### src/peru_defs.svh
// Purpose: shared constants of the programming-executive response unit
// Assumes: included by its bare name; definitions only
// Notes:   opcodes, codes, field positions and lengths of response headers
`ifndef PERU_DEFS_SVH
`define PERU_DEFS_SVH

// ----------------------------------------------------------------
// command opcodes seen by the response unit
// ----------------------------------------------------------------
`define PERU_OP_PROGRAM_MEMORY_READ_CMD      4'h2
`define PERU_OP_BLANK      4'ha
`define PERU_OP_VERSION    4'hb
`define PERU_LEN_VERSION   12'h001
`define PERU_LEN_BLANK     12'h003

// ----------------------------------------------------------------
// response status opcodes and query/error bytes
// ----------------------------------------------------------------
`define PERU_ST_PASS       4'h1
`define PERU_ST_FAIL       4'h2
`define PERU_ST_UNKNOWN    4'h3
`define PERU_QE_BLANK      8'hf0
`define PERU_QE_NOT_BLANK  8'h0f
`define PERU_QE_NO_ERROR   8'h00
`define PERU_QE_VERIFY     8'h01
`define PERU_QE_OTHER      8'h02

// ----------------------------------------------------------------
// header layout and lengths
// ----------------------------------------------------------------
`define PERU_HDR_ST_MSB    15
`define PERU_HDR_ST_LSB    12
`define PERU_HDR_CMD_MSB   11
`define PERU_HDR_CMD_LSB   8
`define PERU_HDR_QE_MSB    7
`define PERU_HDR_QE_LSB    0
`define PERU_LEN_HEADER    16'h0002

// ----------------------------------------------------------------
// nvm control register and serial command codes
// ----------------------------------------------------------------
`define PERU_NVM_WIP_BIT   15
`define PERU_NVM_RESET     16'h0000
`define PERU_NVM_ERASE     16'h4042
`define PERU_NVM_ROW_PROG  16'h4001
`define PERU_TBL_PAGE_EXEC 8'h80
`define PERU_SER_EXECUTE   4'h0
`define PERU_SER_VISI_OUT  4'h1

`endif

### src/peru_pkg.sv
// Purpose: types of the programming-executive response unit
// Assumes: nothing else is needed to compile it
// Notes:   used as peru_pkg::name, never imported
package peru_pkg;

  // ----------------------------------------------------------------
  // response sequencer states
  // ----------------------------------------------------------------
  typedef enum logic [1:0]
  {
    PERU_IDLE,
    PERU_HDR0,
    PERU_HDR1,
    PERU_DATA
  } peru_state_t;

endpackage

### src/peru_response_unit.sv
// Purpose: response side of the programming executive with nvm control helpers
// Assumes: all inputs synchronous to clk_sys; packed read data arrives
//          already formatted on the data stream
// Notes:   one command in flight; response words leave on a valid/ready port
//
// Function
// - version query is opcode Bh with length field 1h.
// - version byte holds main version high nibble, revision low nibble.
// - version response is 1B plus version byte, then length 0002h.
// - exactly one response per received command, carrying result or error.
// - status is 1h pass, 2h fail, 3h unknown command.
// - header word status 15:12, command 11:8, query/error 7:0, then length.
// - command field echoes the opcode just processed.
// - one command at a time; next waits for the response.
// - queries always report pass and return query data in the byte.
// - blank check byte is F0h when blank, 0Fh otherwise.
// - error byte 0h ok, 1h row/id verify fail, 2h other.
// - length counts header words; all responses two words except memory read.
// - memory read length is three times half N rounded up plus two.
// - device clears bit 15 when the cycle ends; programmer polls it. Here a write in the same cycle wins and loads bit 15 from nvm_wr_data.
// - serial code 0000 executes an instruction, 0001 shifts out visibility data.
// - blank check is opcode Ah length 3h; header 1AF0h or 1A0Fh.
`timescale 1ns/1ns
`include "peru_defs.svh"

// ----------------------------------------------------------------
// fifo for packed read data
// ----------------------------------------------------------------
module peru_fifo
#(
  parameter int WIDTH = 16,
  parameter int DEPTH = 8
)
(
  input  wire logic             clk_sys,
  input  wire logic             reset,
  input  wire logic             in_valid,
  output logic                  in_ready_q,
  input  wire logic [WIDTH-1:0] in_data,
  output logic                  out_valid,
  input  wire logic             out_ready,
  output logic      [WIDTH-1:0] out_data
);
  localparam int AW = $clog2(DEPTH);

  logic [WIDTH-1:0] mem [DEPTH];
  logic [AW-1:0]    wr_ptr_q;
  logic [AW-1:0]    rd_ptr_q;
  logic [AW:0]      count_q;
  logic [AW:0]      count_d;
  logic             push;
  logic             pop;

  if (DEPTH < 2 || (1 << AW) != DEPTH)
  begin : g_bad_depth
    $error("peru_fifo: DEPTH must be a power of two of at least 2");
  end

  // handshakes on both sides; ready is registered so the top sees a flop
  assign push     = in_valid && in_ready_q;
  assign pop      = out_valid && out_ready;
  assign out_valid = (count_q != '0);
  assign out_data = mem[rd_ptr_q];

  always_comb
  begin
    count_d = count_q;
    if (push && !pop)
    begin
      count_d = count_q + 1'b1;
    end
    else if (pop && !push)
    begin
      count_d = count_q - 1'b1;
    end
  end

  // storage has no reset; only pointers, count and ready carry control state
  always_ff @(posedge clk_sys)
  begin
    if (push)
    begin
      mem[wr_ptr_q] <= in_data;
    end
  end

  // pointers, occupancy and the registered ready
  always_ff @(posedge clk_sys or posedge reset)
  begin
    if (reset)
    begin
      wr_ptr_q   <= '0;
      rd_ptr_q   <= '0;
      count_q    <= '0;
      in_ready_q <= 1'b0;
    end
    else
    begin
      if (push)
      begin
        wr_ptr_q <= wr_ptr_q + 1'b1;
      end
      if (pop)
      begin
        rd_ptr_q <= rd_ptr_q + 1'b1;
      end
      count_q    <= count_d;
      in_ready_q <= (count_d != DEPTH[AW:0]);
    end
  end
endmodule

// ----------------------------------------------------------------
// response unit top
// ----------------------------------------------------------------
module peru_response_unit
#(
  parameter logic [7:0] VERSION = 8'h10, // main.revision of the stored executive
  parameter int         CNT_W   = 12,    // width of the read word count
  parameter int         DEPTH   = 8
)
(
  input  wire logic             clk_sys,
  input  wire logic             reset,
  input  wire logic             cmd_valid,
  output logic                  cmd_ready_q,
  input  wire logic [3:0]       cmd_opcode,
  input  wire logic [11:0]      cmd_length,
  input  wire logic             cmd_known,
  input  wire logic             cmd_failed,
  input  wire logic             cmd_verify_fail,
  input  wire logic             cmd_is_blank,
  input  wire logic [CNT_W-1:0] cmd_read_count,
  input  wire logic             rd_data_valid,
  output logic                  rd_data_ready_q,
  input  wire logic [15:0]      rd_data,
  output logic                  resp_valid_q,
  input  wire logic             resp_ready,
  output logic      [15:0]      resp_word_q,
  input  wire logic             nvm_wr_en,
  input  wire logic [15:0]      nvm_wr_data,
  input  wire logic             nvm_cycle_done,
  output logic      [15:0]      nvm_control_reg_q,
  input  wire logic             visi_wr_en,
  input  wire logic [15:0]      visi_wr_data,
  input  wire logic             ser_cmd_valid,
  input  wire logic [3:0]       ser_cmd_code,
  input  wire logic [23:0]      ser_instr,
  output logic                  exec_valid_q,
  output logic      [23:0]      exec_instr_q,
  output logic                  visi_out_valid_q,
  output logic      [15:0]      visi_out_q
);
  peru_pkg::peru_state_t state_q;
  logic [15:0]           hdr0_q;
  logic [15:0]           len_q;
  logic [15:0]           rem_q;
  logic [15:0]           visi_q;
  logic                  accept;
  logic                  slot_free;
  logic                  fifo_valid;
  logic                  fifo_pop;
  logic [15:0]           fifo_data;

  if (CNT_W < 1 || CNT_W > 14)
  begin : g_bad_count
    $error("peru_response_unit: CNT_W must lie in 1..14 to fit the length word");
  end

  // ----------------------------------------------------------------
  // header construction
  // ----------------------------------------------------------------
  // first header word from the processed command and its outcome
  function automatic logic [15:0] make_hdr0(input logic [3:0] op,
                                            input logic       known,
                                            input logic       failed,
                                            input logic       vfail,
                                            input logic       blank);
    logic [3:0] st;
    logic [7:0] qe;
    st = `PERU_ST_PASS;
    qe = `PERU_QE_NO_ERROR;
    if (!known)
    begin
      st = `PERU_ST_UNKNOWN;
    end
    else if (op == `PERU_OP_VERSION)
    begin
      qe = VERSION;
    end
    else if (op == `PERU_OP_BLANK)
    begin
      qe = blank ? `PERU_QE_BLANK : `PERU_QE_NOT_BLANK;
    end
    else if (failed)
    begin
      st = `PERU_ST_FAIL;
      qe = vfail ? `PERU_QE_VERIFY : `PERU_QE_OTHER;
    end
    return {st, op, qe};
  endfunction

  // length word: packed read carries three words per pair of instructions
  function automatic logic [15:0] make_len(input logic [3:0]       op,
                                           input logic             known,
                                           input logic [CNT_W-1:0] n);
    logic [15:0] half;
    half = 16'(({1'b0, n} + 1'b1) >> 1);
    if (known && op == `PERU_OP_PROGRAM_MEMORY_READ_CMD)
    begin
      return 16'(half * 16'd3) + `PERU_LEN_HEADER;
    end
    return `PERU_LEN_HEADER;
  endfunction

  assign accept    = cmd_valid && cmd_ready_q;
  assign slot_free = !resp_valid_q || resp_ready;
  assign fifo_pop  = (state_q == peru_pkg::PERU_DATA) && slot_free && (rem_q != 16'h0000);

  peru_fifo
  #(
    .WIDTH (16),
    .DEPTH (DEPTH)
  )
  u_fifo
  (
    .clk_sys    (clk_sys),
    .reset      (reset),
    .in_valid   (rd_data_valid),
    .in_ready_q (rd_data_ready_q),
    .in_data    (rd_data),
    .out_valid  (fifo_valid),
    .out_ready  (fifo_pop),
    .out_data   (fifo_data)
  );

  // ----------------------------------------------------------------
  // response sequencer
  // ----------------------------------------------------------------
  // command intake closes until the last response word is loaded
  always_ff @(posedge clk_sys or posedge reset)
  begin
    if (reset)
    begin
      state_q      <= peru_pkg::PERU_IDLE;
      cmd_ready_q  <= 1'b0;
      hdr0_q       <= 16'h0000;
      len_q        <= 16'h0000;
      rem_q        <= 16'h0000;
      resp_valid_q <= 1'b0;
      resp_word_q  <= 16'h0000;
    end
    else
    begin
      if (resp_valid_q && resp_ready)
      begin
        resp_valid_q <= 1'b0;
      end
      case (state_q)
        peru_pkg::PERU_IDLE:
        begin
          cmd_ready_q <= 1'b1;
          if (accept)
          begin
            cmd_ready_q <= 1'b0;
            hdr0_q      <= make_hdr0(cmd_opcode, cmd_known, cmd_failed,
                                     cmd_verify_fail, cmd_is_blank);
            len_q       <= make_len(cmd_opcode, cmd_known, cmd_read_count);
            state_q     <= peru_pkg::PERU_HDR0;
          end
        end
        peru_pkg::PERU_HDR0:
        begin
          if (slot_free)
          begin
            resp_valid_q <= 1'b1;
            resp_word_q  <= hdr0_q;
            state_q      <= peru_pkg::PERU_HDR1;
          end
        end
        peru_pkg::PERU_HDR1:
        begin
          if (slot_free)
          begin
            resp_valid_q <= 1'b1;
            resp_word_q  <= len_q;
            rem_q        <= len_q - `PERU_LEN_HEADER;
            if (len_q == `PERU_LEN_HEADER)
            begin
              state_q     <= peru_pkg::PERU_IDLE;
              cmd_ready_q <= 1'b1;
            end
            else
            begin
              state_q <= peru_pkg::PERU_DATA;
            end
          end
        end
        peru_pkg::PERU_DATA:
        begin
          // stalls while the fifo is empty; the source is back-pressured only once the fifo is full, when its ready drops
          if (slot_free && fifo_valid)
          begin
            resp_valid_q <= 1'b1;
            resp_word_q  <= fifo_data;
            rem_q        <= rem_q - 16'h0001;
            if (rem_q == 16'h0001)
            begin
              state_q     <= peru_pkg::PERU_IDLE;
              cmd_ready_q <= 1'b1;
            end
          end
        end
        default:
        begin
          state_q <= peru_pkg::PERU_IDLE;
        end
      endcase
    end
  end

  // ----------------------------------------------------------------
  // nvm control and visibility registers
  // ----------------------------------------------------------------
  // a write in the same cycle as completion wins, so a fresh start is not lost
  always_ff @(posedge clk_sys or posedge reset)
  begin
    if (reset)
    begin
      nvm_control_reg_q <= `PERU_NVM_RESET;
    end
    else if (nvm_wr_en)
    begin
      nvm_control_reg_q <= nvm_wr_data;
    end
    else if (nvm_cycle_done)
    begin
      nvm_control_reg_q[`PERU_NVM_WIP_BIT] <= 1'b0;
    end
  end

  // visibility holding register
  always_ff @(posedge clk_sys or posedge reset)
  begin
    if (reset)
    begin
      visi_q <= 16'h0000;
    end
    else if (visi_wr_en)
    begin
      visi_q <= visi_wr_data;
    end
  end

  // ----------------------------------------------------------------
  // serial command decode
  // ----------------------------------------------------------------
  // execute and shift-out requests become one-cycle strobes
  always_ff @(posedge clk_sys or posedge reset)
  begin
    if (reset)
    begin
      exec_valid_q     <= 1'b0;
      exec_instr_q     <= 24'h000000;
      visi_out_valid_q <= 1'b0;
      visi_out_q       <= 16'h0000;
    end
    else
    begin
      exec_valid_q     <= ser_cmd_valid && (ser_cmd_code == `PERU_SER_EXECUTE);
      visi_out_valid_q <= ser_cmd_valid && (ser_cmd_code == `PERU_SER_VISI_OUT);
      if (ser_cmd_valid && ser_cmd_code == `PERU_SER_EXECUTE)
      begin
        exec_instr_q <= ser_instr;
      end
      if (ser_cmd_valid && ser_cmd_code == `PERU_SER_VISI_OUT)
      begin
        visi_out_q <= visi_q;
      end
    end
  end
endmodule

### config.mk
export PLATFORM = sky130hd
export DESIGN_NAME = peru_response_unit
export DESIGN_NICKNAME = d
export VERILOG_FILES = /design/src/peru_pkg.sv /design/src/peru_response_unit.sv
export VERILOG_INCLUDE_DIRS = /design/src
export SDC_FILE = /design/constraint.sdc
export NUM_CORES = 1
export LEC_CHECK = 0
export BUFFER_PORTS_ARGS = -buffer_cell sky130_fd_sc_hd__buf_2
export CORE_MARGIN = 4
export CORE_UTILIZATION = 50
export CTS_CLUSTER_SIZE = 30
export DETAILED_ROUTE_END_ITERATION = 12
export MAX_ROUTING_LAYER = met4
export PLACE_DENSITY = 0.72
export SLEW_MARGIN = 0
export SYNTH_ARGS = -nofsm -noshare
export SYNTH_HDL_FRONTEND = slang
export SYNTH_SLANG_ARGS = --single-unit
### constraint.sdc
create_clock -name clk_sys -period 9.35 [get_ports clk_sys]
set_input_delay 0.935 -clock clk_sys [delete_from_list [all_inputs] [get_ports clk_sys]]
set_output_delay 0.935 -clock clk_sys [all_outputs]
set_load 0.01 [all_outputs]
==> qor.log <==
INFO  run_status     run_status=finished clean
INFO  critical_path  cp_slowest_cell=sky130_fd_sc_hd__or4_1
INFO  critical_path  crit_path_end_kind=register
INFO  grt            grt_start_max_net_pins=77
INFO  grt            grt_antenna_before_repair=0
INFO  placement      dp_slack=5.41ns
INFO  job            count_of_maximum_capacitance_violations=0
INFO  cts            worstSkewPairLatency=0.53ns
INFO  finish         insertedDiodeCount=0
INFO  finish         layoutNonFillerInstCount=1434
INFO  power          totalPowerFinal=4.12mW
INFO  logic_synthesis synth.top_cells.by_area=sky130_fd_sc_hd__edfxtp_1, sky130_fd_sc_hd__dfrtp_1, sky130_fd_sc_hd__mux4_2, sky130_fd_sc_hd__mux2_2, sky130_fd_sc_hd__nand2_1
INFO  logic_synthesis synth_nets=1061
INFO  logic_synthesis post-synth-top-area-cell=sky130_fd_sc_hd__edfxtp_1
INFO  grt            globalRouteOverflowTotal=0
INFO  cts            htree_levels=1
INFO  logic_synthesis ys_seq_elements=274
INFO  finish         area_growth=18.8%
INFO  placement      numPortBuffers=181
INFO  cts            clkSinkCount=274
INFO  floorplan      initial_utilization=0.512
INFO  sta            clock-skew-final=0.00818ns
INFO  floorplan      chipWidth=164um
INFO  routing        drt-vias-per-instance=5.56
INFO  grt            first_global_vias=7832
INFO  critical_path  worst_path_maximum_fanout=5
INFO  logic_synthesis yosysWarnings=0
INFO  placement      placed_cells_incl_taps=1382
INFO  sta            final.min_clock_period=3.42ns
INFO  sta            max-slew-margin-rel=0.184
INFO  cts            cts_made_buffers=28
INFO  finish         fillCellCount=1845
INFO  sta            slew_viol_final=0
INFO  logic_synthesis synthCells=912
INFO  cts            cts_hold_buf=0
INFO  sta            clock.fmax=293MHz
INFO  cts            post_cts.repair.setup_buffers=0
INFO  sta            worst_slack=5.93ns
INFO  finish         final_net_count=1242
INFO  logic_synthesis synth_largest_type_area_fraction=0.317
INFO  critical_path  crit_path_max_incr_delay=0.47ns
INFO  sta            final.hold.worst_slack=0.459ns
INFO  sta            worst_slew_pin_slew=1.21ns
INFO  routing        vias=7972
INFO  sta            setup_failing_eps_final=0
INFO  critical_path  critPathKind=input port to register
INFO  min_path       holdCritPathClass=register to register
INFO  power          power-per-cell-area=286mW/mm2
INFO  finish         postLayoutCellArea=0.0144mm2
INFO  sta            final_min_period_over_clock_period=0.366
INFO  floorplan      die_height=164um
INFO  floorplan      die_area=0.0268mm2
INFO  critical_path  critPathMostFrequentCell=sky130_fd_sc_hd__ha_1
INFO  finish         drive_above_1_share=0.296
INFO  floorplan      ioPinCount=194
INFO  critical_path  critPathArrivalTime=3.83ns
INFO  grt            grt.total_usage=0.206
INFO  routing        drt_pass1_iterations=5
INFO  routing        wl_per_cell=18.8um
INFO  grt            grt_pass1_wl=42500um
INFO  floorplan      floorplan.rows=56
INFO  logic_synthesis synth-async-reset-ratio=0.533
INFO  logic_synthesis synth_common_cells=sky130_fd_sc_hd__dfrtp_1, sky130_fd_sc_hd__edfxtp_1, sky130_fd_sc_hd__nand2_1
INFO  routing        totalWireLength=27000um
INFO  logic_synthesis syn-cell-area=0.0121mm2
INFO  placement      place.detailed.hpwl=18300um
INFO  sta            fin_setup_tns=0ns
INFO  power          static-leakage-power=5.98nW
INFO  cts            cts.reportedPaths.clkPinSlew=0.06ns
INFO  routing        drt_iter0_markers=662
INFO  finish         final_core_util=0.609
INFO  cts            cts_tree=done
INFO  logic_synthesis yosys.cell_count.top_type=sky130_fd_sc_hd__dfrtp_1
INFO  logic_synthesis synth_top_flop_cell=sky130_fd_sc_hd__dfrtp_1
INFO  cts            cts-resized-gates=0
INFO  power          worst_ir_drop_vdd=0.154mV
INFO  critical_path  timing.critical_path.required=9.76ns
INFO  logic_synthesis yosysSeqAreaShare=0.618
INFO  logic_synthesis syn_area_per_cell=13.3um2
INFO  logic_synthesis number_of_flops_mapped_to_enable_cells_by_yosys=128
INFO  placement      place_area=0.0134mm2
INFO  routing        drc_errors=0
INFO  critical_path  cp_cell_sequence=buf_2 -> and3_1 -> nand3_1 -> nor2_1 -> xor2_1 -> ha_1 -> ha_1 -> or4_1 -> o21ai_0 -> o21ba_2 -> a31oi_1 -> o21bai_1 -> a22o_1
INFO  sta            grt_setup_unrepaired=false
INFO  floorplan      design.core.area=0.0237mm2
INFO  cts            ctsRootBufferMaster=sky130_fd_sc_hd__clkbuf_16
INFO  placement      gp_congestion=0.827
INFO  critical_path  critPathLaunchType=input port
INFO  cts            clk_path_buf_depth=3
INFO  routing        drtAntennaViolNets=0
INFO  logic_synthesis synth_cell_types=62
INFO  sta            finalHoldViolations=0
[placed cells by master (no fill, tap or decap), types with 11 or more instances in the layout]
cell type / instances
sky130_fd_sc_hd__buf_2: 181
sky130_fd_sc_hd__dfrtp_1: 144
sky130_fd_sc_hd__edfxtp_1: 128
sky130_fd_sc_hd__nand2_1: 105
sky130_fd_sc_hd__nor2_1: 65
sky130_fd_sc_hd__a21oi_1: 54
sky130_fd_sc_hd__mux2_2: 37
sky130_fd_sc_hd__mux4_2: 32
sky130_fd_sc_hd__ha_1: 31
sky130_fd_sc_hd__clkbuf_16: 30
sky130_fd_sc_hd__inv_1: 20
sky130_fd_sc_hd__xnor2_1: 19
sky130_fd_sc_hd__mux2_1: 19
sky130_fd_sc_hd__o21ai_0: 19
sky130_fd_sc_hd__nand3_1: 18
sky130_fd_sc_hd__mux2i_1: 16
sky130_fd_sc_hd__a22o_1: 13
sky130_fd_sc_hd__xor2_1: 12
sky130_fd_sc_hd__a211oi_1: 11
sky130_fd_sc_hd__buf_4: 11
[power breakdown]
group	internal [mW]	switching (mW)
Clock	0.711	0.447
Combinational	0.524	0.701
Sequential	1.53	0.214
[cell type report]
cell class / count / area [um2] / area share
Sequential cell: 274 / 7500 / 0.520
Multi-Input combinational cell: 573 / 4450 / 0.309
Timing Repair Buffer: 192 / 988 / 0.0686
Clock buffer: 37 / 801 / 0.0556
Tap cell: 319 / 399 / 0.0277
Clock inverter: 15 / 178 / 0.0123
Inverter: 24 / 95.1 / 0.00660
[per-layer routing]
layer | track usage | up-vias | wire length [um]
met4 | 0.0488 | 0 | 527
li1 | - | 3746 | -
met5 | - | - | 0
met3 | 0.0326 | 41 | 1990
met2 | 0.327 | 307 | 12800
met1 | 0.283 | 3878 | 11700
[logic make-up after synthesis]
kind of cell | after synthesis | share of synthesized area
adders and majority gates | 32 | 0.0336
and+or+nand+nor | 250 | 0.0961
AOI/OAI and AO/OA | 155 | 0.0833
xor gates and xnor gates | 32 | 0.0237
buffers and inverters | 65 | 0.0210
muxes | 104 | 0.125
DFF | 274 | 0.618
[path summary, 6_finish.rpt]
path / startpoint / to / slack [ns] / depth (start not counted)
setup / recovery: cmd_read_count[2] / len_q[13] / 5.93 / 13
hold / removal: visi_q[4] / visi_out_q[4] / 0.46 / 2
setup reg to reg: state_q[1] / len_q[1] / 6.28 / 5
hold reg to reg: visi_q[4] / visi_out_q[4] / 0.46 / 2
max in group asynchronous: reset / u_fifo.rd_ptr_q[0] / 7.41 / 3
min in group asynchronous: reset / nvm_control_reg_q[6] / 0.52 / 2
[worst max-delay path, delay by kind of cell]
| kind | cells | cell delay (ns) |
|---|---|---|
| buffers and inverters | 1 | 0.11 |
| adders and majority gates | 2 | 0.62 |
| and+or+nand+nor | 4 | 1.10 |
| xor gates and xnor gates | 1 | 0.22 |
| AOI/OAI and AO/OA | 5 | 0.85 |
[flip-flops by register name (all words and copies together) (netlist names), 4 cells and up]
name / count
u_fifo.mem: 128
exec_instr_q: 24
len_q: 14
visi_q: 16
visi_out_q: 16
nvm_control_reg_q: 16
hdr0_q: 11
u_fifo.count_q: 4
resp_word_q: 16
rem_q: 16
Note: power is estimated with default switching activity, not from simulation.
